[config.mk]
export PLATFORM = sky130hd
export DESIGN_NAME = bssr_responder
export DESIGN_NICKNAME = d
export VERILOG_FILES = /design/src/rtl/bssr_pkg.sv /design/src/rtl/bssr_responder.sv /design/src/rtl/bssr_fifo.sv /design/src/rtl/bssr_flash_sum.sv
export SDC_FILE = /design/constraint.sdc
export NUM_CORES = 1
export LEC_CHECK = 0
export BUFFER_PORTS_ARGS = -buffer_cell sky130_fd_sc_hd__buf_2
export CAP_MARGIN = 20
export CORE_MARGIN = 4
export CORE_UTILIZATION = 30
export DETAILED_ROUTE_END_ITERATION = 10
export GPL_TIMING_DRIVEN = 0
export HOLD_SLACK_MARGIN = 0.03
export PLACE_DENSITY = 0.44
export SKIP_LAST_GASP = 1
export SYNTH_ARGS = -nofsm -noshare
export SYNTH_HDL_FRONTEND = slang
export SYNTH_SLANG_ARGS = --single-unit
[constraint.sdc]
create_clock -name sys_clk -period 3.13 [get_ports sys_clk]
set_clock_uncertainty 0.1 [all_clocks]
set_input_delay 0.1565 -clock sys_clk [delete_from_list [all_inputs] [get_ports sys_clk]]
set_output_delay 0.1565 -clock sys_clk [all_outputs]
set_load 0.005 [all_outputs]
[src/rtl/bssr_pkg.sv]
// constants shared by the boot serial sum and id responder
// assumes a byte-level framer outside that handles bits and baud timing
package bssr_pkg;

	// -------------------------------------------------------------------
	// matching, command and answer codes
	// -------------------------------------------------------------------
	localparam logic [7:0] MATCH1_A = 8'h86;
	localparam logic [7:0] MATCH1_B = 8'h30;
	localparam logic [7:0] MATCH2_A = 8'h79;
	localparam logic [7:0] MATCH2_B = 8'hCF;
	localparam logic [7:0] CMD_SUM = 8'h90;
	localparam logic [7:0] CMD_ID = 8'hC0;
	localparam logic [7:0] ERR_CMD = 8'hA1;
	localparam logic [7:0] ERR_COMM = 8'hA3;
	localparam logic [7:0] ERR_OVR = 8'h63;
	localparam logic [1:0] ERR_REPEAT = 2'h3;
	localparam logic [7:0] SUM_BLANK = 8'hAA;
	localparam logic [7:0] SUM_USED = 8'h55;
	localparam logic [7:0] ERASED = 8'hFF;

	// -------------------------------------------------------------------
	// identification answer
	// -------------------------------------------------------------------
	localparam logic [7:0] ID_START_MARK = 8'h3A;
	localparam logic [7:0] ID_DATA_COUNT = 8'h13;
	localparam logic [7:0] ID_ADDR_LEN = 8'h03;
	localparam logic [7:0] ID_RSVD_FIRST = 8'hFD;
	localparam logic [7:0] ID_RSVD = 8'h00;
	localparam logic [7:0] ID_ROM_SIZE = 8'h80;
	localparam logic [7:0] ID_ROM_BLOCKS = 8'h01;
	localparam logic [23:0] ROM_FIRST = 24'h008000;
	localparam logic [23:0] ROM_LAST = 24'h00FFFF;
	localparam logic [23:0] RAM_FIRST = 24'h000060;
	localparam logic [23:0] RAM_LAST = 24'h00083F;
	// bytes before the checksum byte, and index where the summed part starts
	localparam logic [4:0] ID_LEN = 5'h15;
	localparam logic [4:0] ID_SUM_FIRST = 5'h02;

	// -------------------------------------------------------------------
	// flash range covered by the sum, and buffer shape
	// -------------------------------------------------------------------
	localparam logic [15:0] FLASH_START = 16'h8000;
	localparam logic [15:0] FLASH_END = 16'hFFFF;
	localparam int BYTE_W = 8;
	localparam int TX_DEPTH = 16;

endpackage : bssr_pkg

[src/rtl/bssr_responder.sv]
// boot serial responder: matching bytes, flash sum and identification commands
// assumes a byte framer that measures baud on the first byte and holds rxValid
// until taken; bytes to send leave through a 16-entry fifo
//
// Notes on behaviour
// first byte 0x86 or 0x30 with valid baud is echoed back
// second byte 0x79 or 0xCF echoed; a wrong one gets no answer
// every byte after the first uses the baud measured on the first
// sum command 0x90 is not echoed; its answer starts once the flash walk ends
// a bad command byte sends one error code three times, then idles
// sum status byte 0xAA if all covered bytes are 0xFF, else 0x55
// status is followed by sum high then low byte, neither on error
// after the sum answer, wait for the next command byte
// flash security or password failure stops talk until reset
// link error during password address or string stops talk until reset
// id command 0xC0 is echoed, or triple error code and idle
// id answer opens with 0x3A then count byte 0x13
// then address length 0x03 and reserved 0xFD, 0x00, 0x00, 0x00
// then flash size code 0x80 and block count 0x01
// then writable flash start address 0x00, 0x80, 0x00
// then flash end 0x00FFFF, ram start 0x000060, ram end 0x00083F
// last byte is two's complement of the sum of length through ram end
// after the id checksum, wait for the next command byte
// flash sum is a 16-bit byte sum sent high then low
`timescale 1ns/100ps
module bssr_responder
	import bssr_pkg::*;
(
	input wire logic sys_clk,
	input wire logic rst_n,
	input wire logic rxValid,
	input wire logic [7:0] rxData,
	input wire logic rxBaudOk,
	input wire logic rxCommErr,
	input wire logic rxOverrun,
	output logic rxReady,
	output logic baudLock,
	output logic txValid,
	output logic [7:0] txData,
	input wire logic txReady,
	input wire logic flashSecure,
	input wire logic pwPhase,
	input wire logic pwFail,
	output logic [15:0] flashRdAddr,
	output logic flashRdEn,
	input wire logic [7:0] flashRdData,
	input wire logic flashRdErr,
	output logic idleLock
);

	// -------------------------------------------------------------------
	// types and state
	// -------------------------------------------------------------------
	typedef enum logic [2:0] {
		S_MATCH1,
		S_MATCH2,
		S_CMD,
		S_SUMRUN,
		S_SUMSEND,
		S_IDSEND,
		S_ERR,
		S_LOCK
	} bssr_state_t;

	bssr_state_t state_q, state_d;
	logic [4:0] idx_q, idx_d;
	logic [7:0] acc_q, acc_d;
	logic [7:0] errCode_q, errCode_d;
	logic baudLock_q, baudLock_d;
	logic rxReady_q, rxReady_d;
	logic idleLock_q, idleLock_d;
	logic sumErr_q, sumErr_d;
	logic [15:0] sumVal_q, sumVal_d;
	logic sumBlank_q, sumBlank_d;

	logic pushValid;
	logic [7:0] pushData;
	logic fifoInReady, fifoRoom2;
	logic sumStart, sumDone, sumAllErased;
	logic [15:0] sumOut;
	logic take;
	logic [7:0] idByte;

	// -------------------------------------------------------------------
	// identification table
	// -------------------------------------------------------------------
	function automatic logic [7:0] id_table(input logic [4:0] i);
		case (i)
			5'h00: id_table = ID_START_MARK;
			5'h01: id_table = ID_DATA_COUNT;
			5'h02: id_table = ID_ADDR_LEN;
			5'h03: id_table = ID_RSVD_FIRST;
			5'h04, 5'h05, 5'h06: id_table = ID_RSVD;
			5'h07: id_table = ID_ROM_SIZE;
			5'h08: id_table = ID_ROM_BLOCKS;
			5'h09: id_table = ROM_FIRST[23:16];
			5'h0A: id_table = ROM_FIRST[15:8];
			5'h0B: id_table = ROM_FIRST[7:0];
			5'h0C: id_table = ROM_LAST[23:16];
			5'h0D: id_table = ROM_LAST[15:8];
			5'h0E: id_table = ROM_LAST[7:0];
			5'h0F: id_table = RAM_FIRST[23:16];
			5'h10: id_table = RAM_FIRST[15:8];
			5'h11: id_table = RAM_FIRST[7:0];
			5'h12: id_table = RAM_LAST[23:16];
			5'h13: id_table = RAM_LAST[15:8];
			5'h14: id_table = RAM_LAST[7:0];
			default: id_table = 8'h00;
		endcase
	endfunction : id_table

	function automatic logic accepts(input bssr_state_t s);
		accepts = (s == S_MATCH1) || (s == S_MATCH2) || (s == S_CMD);
	endfunction : accepts

	// -------------------------------------------------------------------
	// command sequencer
	// -------------------------------------------------------------------
	always_comb begin
		state_d = state_q;
		idx_d = idx_q;
		acc_d = acc_q;
		errCode_d = errCode_q;
		baudLock_d = baudLock_q;
		idleLock_d = idleLock_q;
		sumErr_d = sumErr_q;
		sumVal_d = sumVal_q;
		sumBlank_d = sumBlank_q;
		pushValid = 1'b0;
		pushData = 8'h00;
		sumStart = 1'b0;
		take = rxValid && rxReady_q;
		idByte = id_table(idx_q);
		case (state_q)
			S_MATCH1: begin
				if (take && rxBaudOk && (rxData == MATCH1_A || rxData == MATCH1_B)) begin
					pushValid = 1'b1;
					pushData = rxData;
					baudLock_d = 1'b1;
					state_d = S_MATCH2;
				end
			end
			S_MATCH2: begin
				// a wrong byte is swallowed without any answer
				if (take && (rxData == MATCH2_A || rxData == MATCH2_B)) begin
					pushValid = 1'b1;
					pushData = rxData;
					state_d = S_CMD;
				end
			end
			S_CMD: begin
				if (take) begin
					idx_d = '0;
					if (flashSecure) begin
						state_d = S_LOCK;
					end else if (rxOverrun) begin
						errCode_d = ERR_OVR;
						state_d = S_ERR;
					end else if (rxCommErr) begin
						errCode_d = ERR_COMM;
						state_d = S_ERR;
					end else if (rxData == CMD_SUM) begin
						sumStart = 1'b1;
						sumErr_d = 1'b0;
						state_d = S_SUMRUN;
					end else if (rxData == CMD_ID) begin
						pushValid = 1'b1;
						pushData = rxData;
						acc_d = '0;
						state_d = S_IDSEND;
					end else begin
						errCode_d = ERR_CMD;
						state_d = S_ERR;
					end
				end
			end
			S_SUMRUN: begin
				if (flashRdErr) begin
					sumErr_d = 1'b1;
				end
				if (sumDone) begin
					sumVal_d = sumOut;
					sumBlank_d = sumAllErased;
					state_d = S_SUMSEND;
				end
			end
			S_SUMSEND: begin
				if (fifoInReady) begin
					pushValid = 1'b1;
					idx_d = idx_q + 5'h01;
					case (idx_q)
						5'h00: pushData = sumBlank_q ? SUM_BLANK : SUM_USED;
						5'h01: pushData = sumVal_q[15:8];
						default: pushData = sumVal_q[7:0];
					endcase
					// an error ends the answer after the status byte
					if (idx_q == 5'h02 || sumErr_q) begin
						state_d = S_CMD;
					end
				end
			end
			S_IDSEND: begin
				if (fifoInReady) begin
					pushValid = 1'b1;
					idx_d = idx_q + 5'h01;
					if (idx_q == ID_LEN) begin
						pushData = 8'h00 - acc_q;
						state_d = S_CMD;
					end else begin
						pushData = idByte;
						if (idx_q >= ID_SUM_FIRST) begin
							acc_d = acc_q + idByte;
						end
					end
				end
			end
			S_ERR: begin
				if (fifoInReady) begin
					pushValid = 1'b1;
					pushData = errCode_q;
					idx_d = idx_q + 5'h01;
					if (idx_q == 5'(ERR_REPEAT - 2'h1)) begin
						state_d = S_LOCK;
					end
				end
			end
			S_LOCK: begin
				idleLock_d = 1'b1;
			end
			default: begin
				state_d = S_LOCK;
			end
		endcase
		// password failure and a link error in the password phase win over the next state, the byte push and the sum start
		if (pwFail || (pwPhase && rxCommErr)) begin
			state_d = S_LOCK; // see R9
			pushValid = 1'b0;
			sumStart = 1'b0;
		end
		if (state_d == S_LOCK) begin
			idleLock_d = 1'b1;
		end
		rxReady_d = accepts(state_d) && fifoRoom2;
	end

	always_ff @(posedge sys_clk) begin
		if (!rst_n) begin
			state_q <= S_MATCH1;
			idx_q <= '0;
			acc_q <= '0;
			errCode_q <= '0;
			baudLock_q <= 1'b0;
			rxReady_q <= 1'b0;
			idleLock_q <= 1'b0;
			sumErr_q <= 1'b0;
			sumVal_q <= '0;
			sumBlank_q <= 1'b0;
		end else begin
			state_q <= state_d;
			idx_q <= idx_d;
			acc_q <= acc_d;
			errCode_q <= errCode_d;
			baudLock_q <= baudLock_d;
			rxReady_q <= rxReady_d;
			idleLock_q <= idleLock_d;
			sumErr_q <= sumErr_d;
			sumVal_q <= sumVal_d;
			sumBlank_q <= sumBlank_d;
		end
	end

	// -------------------------------------------------------------------
	// sub blocks
	// -------------------------------------------------------------------
	bssr_flash_sum u_sum (
		.sys_clk(sys_clk),
		.rst_n(rst_n),
		.start(sumStart),
		.rdAddr(flashRdAddr),
		.rdEn(flashRdEn),
		.rdData(flashRdData),
		.done(sumDone),
		.sum(sumOut),
		.allErased(sumAllErased)
	);

	// the fifo output stage is a register, so tx outputs are flop driven
	bssr_fifo #(
		.WIDTH(BYTE_W),
		.DEPTH(TX_DEPTH)
	) u_txq (
		.sys_clk(sys_clk),
		.rst_n(rst_n),
		.inValid(pushValid),
		.inData(pushData),
		.inReady(fifoInReady),
		.inRoom2(fifoRoom2),
		.outValid(txValid),
		.outData(txData),
		.outReady(txReady)
	);

	assign rxReady = rxReady_q;
	assign baudLock = baudLock_q;
	assign idleLock = idleLock_q;

endmodule : bssr_responder

[src/rtl/bssr_fifo.sv]
// byte fifo with valid/ready on both sides and a registered output stage
// assumes one clock; the filler honours inReady, the drainer may stall
`timescale 1ns/100ps
module bssr_fifo #(
	parameter int WIDTH = 8,
	parameter int DEPTH = 16
) (
	input wire logic sys_clk,
	input wire logic rst_n,
	input wire logic inValid,
	input wire logic [WIDTH-1:0] inData,
	output logic inReady,
	output logic inRoom2,
	output logic outValid,
	output logic [WIDTH-1:0] outData,
	input wire logic outReady
);
	localparam int AW = $clog2(DEPTH);

	logic [WIDTH-1:0] mem [DEPTH];
	logic [AW-1:0] wrPtr_q, wrPtr_d, rdPtr_q, rdPtr_d;
	logic [AW:0] count_q, count_d;
	logic outValid_q, outValid_d;
	logic [WIDTH-1:0] outData_q, outData_d;
	logic push, pop;

	// -------------------------------------------------------------------
	// next state
	// -------------------------------------------------------------------
	always_comb begin
		inReady = (count_q != DEPTH[AW:0]);
		// room for two lets a registered ready upstream stay honest
		inRoom2 = (count_q < (DEPTH[AW:0] - (AW+1)'(1)));
		push = inValid && inReady;
		pop = (count_q != '0) && (!outValid_q || outReady);
		wrPtr_d = push ? wrPtr_q + AW'(1) : wrPtr_q;
		rdPtr_d = pop ? rdPtr_q + AW'(1) : rdPtr_q;
		count_d = count_q + (AW+1)'(push) - (AW+1)'(pop);
		outValid_d = pop ? 1'b1 : (outReady ? 1'b0 : outValid_q);
		outData_d = pop ? mem[rdPtr_q] : outData_q;
	end

	always_ff @(posedge sys_clk) begin
		if (!rst_n) begin
			wrPtr_q <= '0;
			rdPtr_q <= '0;
			count_q <= '0;
			outValid_q <= 1'b0;
			outData_q <= '0;
		end else begin
			wrPtr_q <= wrPtr_d;
			rdPtr_q <= rdPtr_d;
			count_q <= count_d;
			outValid_q <= outValid_d;
			outData_q <= outData_d;
		end
	end

	// storage needs no reset; only valid entries are ever read
	always_ff @(posedge sys_clk) begin
		if (push) begin
			mem[wrPtr_q] <= inData;
		end
	end

	assign outValid = outValid_q;
	assign outData = outData_q;

endmodule : bssr_fifo

[src/rtl/bssr_flash_sum.sv]
// walks the covered flash range and forms a 16-bit byte sum
// assumes flash read data is valid one clock after the address
`timescale 1ns/100ps
module bssr_flash_sum
	import bssr_pkg::*;
(
	input wire logic sys_clk,
	input wire logic rst_n,
	input wire logic start,
	output logic [15:0] rdAddr,
	output logic rdEn,
	input wire logic [7:0] rdData,
	output logic done,
	output logic [15:0] sum,
	output logic allErased
);
	logic busy_q, busy_d, pend_q, pend_d, done_q, done_d, last_q, last_d;
	logic allErased_q, allErased_d;
	logic [15:0] addr_q, addr_d, acc_q, acc_d;

	// -------------------------------------------------------------------
	// next state
	// -------------------------------------------------------------------
	always_comb begin
		busy_d = busy_q;
		addr_d = addr_q;
		acc_d = acc_q;
		allErased_d = allErased_q;
		pend_d = busy_q;
		last_d = busy_q && (addr_q == FLASH_END);
		done_d = 1'b0;
		if (start && !busy_q) begin
			busy_d = 1'b1;
			addr_d = FLASH_START;
			acc_d = '0;
			allErased_d = 1'b1;
			pend_d = 1'b0;
		end else if (busy_q) begin
			if (addr_q == FLASH_END) begin
				busy_d = 1'b0;
			end else begin
				addr_d = addr_q + 16'h0001;
			end
		end
		if (pend_q) begin
			acc_d = acc_q + {8'h00, rdData};
			if (rdData != ERASED) begin
				allErased_d = 1'b0;
			end
			done_d = last_q;
		end
	end

	always_ff @(posedge sys_clk) begin
		if (!rst_n) begin
			busy_q <= 1'b0;
			pend_q <= 1'b0;
			last_q <= 1'b0;
			done_q <= 1'b0;
			addr_q <= '0;
			acc_q <= '0;
			allErased_q <= 1'b1;
		end else begin
			busy_q <= busy_d;
			pend_q <= pend_d;
			last_q <= last_d;
			done_q <= done_d;
			addr_q <= addr_d;
			acc_q <= acc_d;
			allErased_q <= allErased_d;
		end
	end

	assign rdAddr = addr_q;
	assign rdEn = busy_q;
	assign done = done_q;
	assign sum = acc_q;
	assign allErased = allErased_q;

endmodule : bssr_flash_sum

==> impl_metrics.py <==
metrics = {
    "run_status": {
        "status": "complete, no violations",
    },
    "sta": {
        "rsz0062_at_grt": "yes",
        "max_freq_mhz": 332,
        "fin_ws_ns": 0.116,
        "finalHoldViolations": 0,
        "maxSlewHeadroom_pct": 35.5,
        "slew_violations": 0,
        "finalSetupViolations": 0,
        "worstMarginPinSlew_ns": 0.967,
        "finalCriticalPeriod_ns": 3.01,
        "fin_crit_sh_pct": 96.3,
    },
    "logic_synthesis": {
        "avgSynthCellArea_um2": 11.5,
        "ys.flop_type": "edfxtp_1",
        "synthArstFlopShare_pct": 0,
        "syn_nets": 1046,
        "netlist.area_leader.share_pct": 34.2,
        "netlist_area_um2": 11200,
        "synth.area.top_cells": "edfxtp_1, dfxtp_1, mux4_2, ha_1, nand2_1",
        "synth-seq-area-share_pct": 53.5,
        "postSynthCellCount": 978,
        "ys_seq_elements": 236,
        "yosys.cell_types.count": 83,
        "synth.most_common_cell": "edfxtp_1",
        "synthTopCellsByCount": "edfxtp_1, nand2_1, dfxtp_1, nor2_1, a21oi_1",
        "synth-edff-count": 128,
        "synth_top_cell_by_area": "edfxtp_1",
        "ys_warn_count": 0,
    },
    "power": {
        "switchingPower_mw": 2.50,
        "power.total_mw": 8.55,
        "sequentialPowerShare_pct": 41.4,
        "irDropWorstVdd_mv": 0.484,
        "power_frac_comb_pct": 23.1,
        "switching_share_pct": 29.2,
        "power.leakage_nw": 4.70,
        "p_per_area_nw_per_um2": 644,
        "internal_power_mw": 6.05,
        "clkPwrFrac_pct": 35.4,
    },
    "floorplan": {
        "rows": 70,
        "die_x_um": 201,
        "core-area_um2": 36800,
        "fp.dieArea_um2": 40600,
        "io_pins": 56,
        "die_y_um": 201,
        "start_util_pct": 30.5,
    },
    "clock_tree": {
        "insertion_delay_ns": 0.56,
        "cts.sinks": 236,
        "cts_tree": "built",
        "cts-root-buf": "clkbuf_16",
        "numCtsBuffers": 28,
        "clk_pin_slew_worst_paths_ns": 0.06,
        "clk_path_buf_depth": 3,
        "h-tree-depth": 1,
    },
    "job": {
        "cap_viol_max_count": 0,
    },
    "cells_and_area": {
        "layout.cells.non_filler": 1575,
        "drive_gt1_share_pct": 19.4,
        "final_area_um2": 13300,
        "area_growth_pct": 18.2,
        "final_nets": 1153,
        "antenna_cells": 0,
        "fin_util_pct": 36.1,
    },
    "route": {
        "routedWlPerCell_um": 18.8,
        "viasPerCell": 5.00,
        "drt-pass1-iter-count": 5,
        "finalWirelength_mm": 29.6,
        "drtIter0Drc": 474,
        "ant_nets": 0,
        "drc": 0,
        "vias": 7881,
    },
    "setup_path": {
        "worstPathRequired_ns": 3.43,
        "worstSetupStartpointType": "flop",
        "critical_path.max_fanout": 10,
        "worstSetupPathType": "reg2reg",
        "r2r_start": "u_txq.count_q[2]$_SDFF_PN0_",
        "critPathLaunch": "u_txq.count_q[2]$_SDFF_PN0_",
        "arrival_ns": 3.32,
        "end_kind": "flop",
    },
    "grt": {
        "grtUsageTotal_pct": 14.5,
        "grt_pass1_wl_mm": 46.9,
        "grt_overflow": 0,
        "grt_max_degree": 17,
        "grt_pass1_vias": 8094,
        "grt_antenna_before_repair": 0,
    },
    "placement": {
        "dp.cells": 1509,
        "dpl_worst_slack_ns": -0.698,
        "dp_hpwl_mm": 21.2,
        "port_buffers": 54,
        "place_area_um2": 12200,
        "gp_congestion": 0.802,
    },
    "worst_hold_path": {
        "hold_path.startpoint": "flashRdData[5]",
        "min_path_type": "in2reg",
    },
}
-- sequential cells by signal, indices dropped and copies added, names as in the netlist, 5 cells and up --
register	count
u_txq.count_q	5
sumVal_q	16
acc_q	8
idx_q	5
u_txq.mem	128
u_sum.sum	16
u_txq.outData	8
idByte	8
u_sum.rdAddr	16
-- metrics by stage --
step | TNS (ns) | hold slack, ns
3_3_place_gp | -115.04 | 0.350
4_1_cts | -0.377 | 0.0394
5_1_grt | -0.212 | 0.0853
3_5_place_dp | -12.63 | 0.354
2_1_floorplan | 0 | 0.193
6_report | 0 | 0.0598
-- placed cells by master (no fill, tap or decap), types with 5 or more instances in the layout --
master / n
clkinv_1: 7
and3_1: 5
a31oi_1: 7
o21a_1: 9
nor2_1: 74
inv_1: 24
buf_2: 67
o31ai_1: 6
nand2_1: 107
clkinv_2: 5
and2_1: 8
nand3_1: 25
dfxtp_1: 108
nor4_1: 6
a21o_1: 6
xnor2_1: 19
nand4_1: 14
clkbuf_16: 28
nand2b_1: 9
o21ai_1: 9
a21oi_1: 70
o21ai_0: 27
nand4b_1: 6
edfxtp_1: 128
o211ai_1: 8
nor2_2: 13
o21bai_1: 5
xor2_1: 20
mux2i_1: 18
mux4_2: 40
nand3b_1: 8
dlygate4sd3_1: 12
buf_4: 8
buf_6: 5
nor3_1: 18
clkbuf_1: 31
ha_1: 38
nor2b_1: 9
-- metal layers --
layer / up-vias / GRT usage, % / wire, um / part of all wire (%)
met2: 131 / 24.2 / 14000 / 47
met3: 32 / 2.13 / 998 / 3.4
li1: 3854 / - / - / -
met5: - / 0 / 0 / 0
met1: 3864 / 20.0 / 13900 / 47
met4: 0 / 3.47 / 622 / 2.1
-- area by class of cell --
class | instances | area, um2
clock inverter | 18 | 126
tap | 468 | 586
fill | 3688 | 23500
multi-input combinational | 670 | 5020
sequential | 236 | 6010
buffer | 47 | 219
clock buffer | 34 | 743
inverter | 25 | 93.8
timing repair buffer | 77 | 475
-- timing repair --
action                                  in CTS  in global routing
setup buffers                                0                  1
hold endpoints to repair                    12                  0
gates cloned                                 0                  0
resized for setup                           14                 19
hold buffers                                12                  0
endpoints found under the setup margin      92                239
-- final timing paths --
path / endpoint / slack [ns] / cells after the start
setup / recovery: u_txq.count_q[4]$_SDFF_PN0_ / 0.12 / 15
hold / removal: u_sum.sum[5]$_SDFFE_PN0P_ / 0.06 / 5
setup reg to reg: u_txq.count_q[4]$_SDFF_PN0_ / 0.12 / 15
hold reg to reg: u_sum.done$_SDFF_PN0_ / 0.37 / 1
-- logic make-up after synthesis --
family                     after synthesis  share of synthesized area, %
AOI/OAI and AO/OA                      188                          11.0
and+or+nand+nor                        344                          15.4
DFF                                    236                          53.5
xor gates and xnor gates                39                          3.04
muxes                                   58                          9.63
adders and majority gates               41                          4.77
buffers and inverters                   72                          2.71
-- worst max-delay path, cell delays in order (launching register included) --
cell	delay [ns]
dfxtp_1	0.36
inv_1	0.07
ha_1	0.23
nor4b_4	0.14
buf_4	0.16
nor2b_4	0.17
buf_6	0.21
ha_1	0.15
inv_1	0.04
ha_1	0.22
fa_1	0.43
a21oi_1	0.17
nor2_1	0.05
nor2_1	0.14
xor2_1	0.16
nor2_1	0.05
-- power groups by stage --
| stage | clock network, mW | registers (mW) | logic [mW] |
|---|---|---|---|
| after floorplan | 0 | 3.58 | 1.36 |
| after global placement | 0 | 3.60 | 1.93 |
| after detailed placement | 0 | 3.60 | 1.95 |
| after CTS | 3.13 | 3.54 | 1.99 |
| after global routing | 3.26 | 3.56 | 2.20 |
| final | 3.03 | 3.54 | 1.98 |
Power figures use the tool's default switching activity.
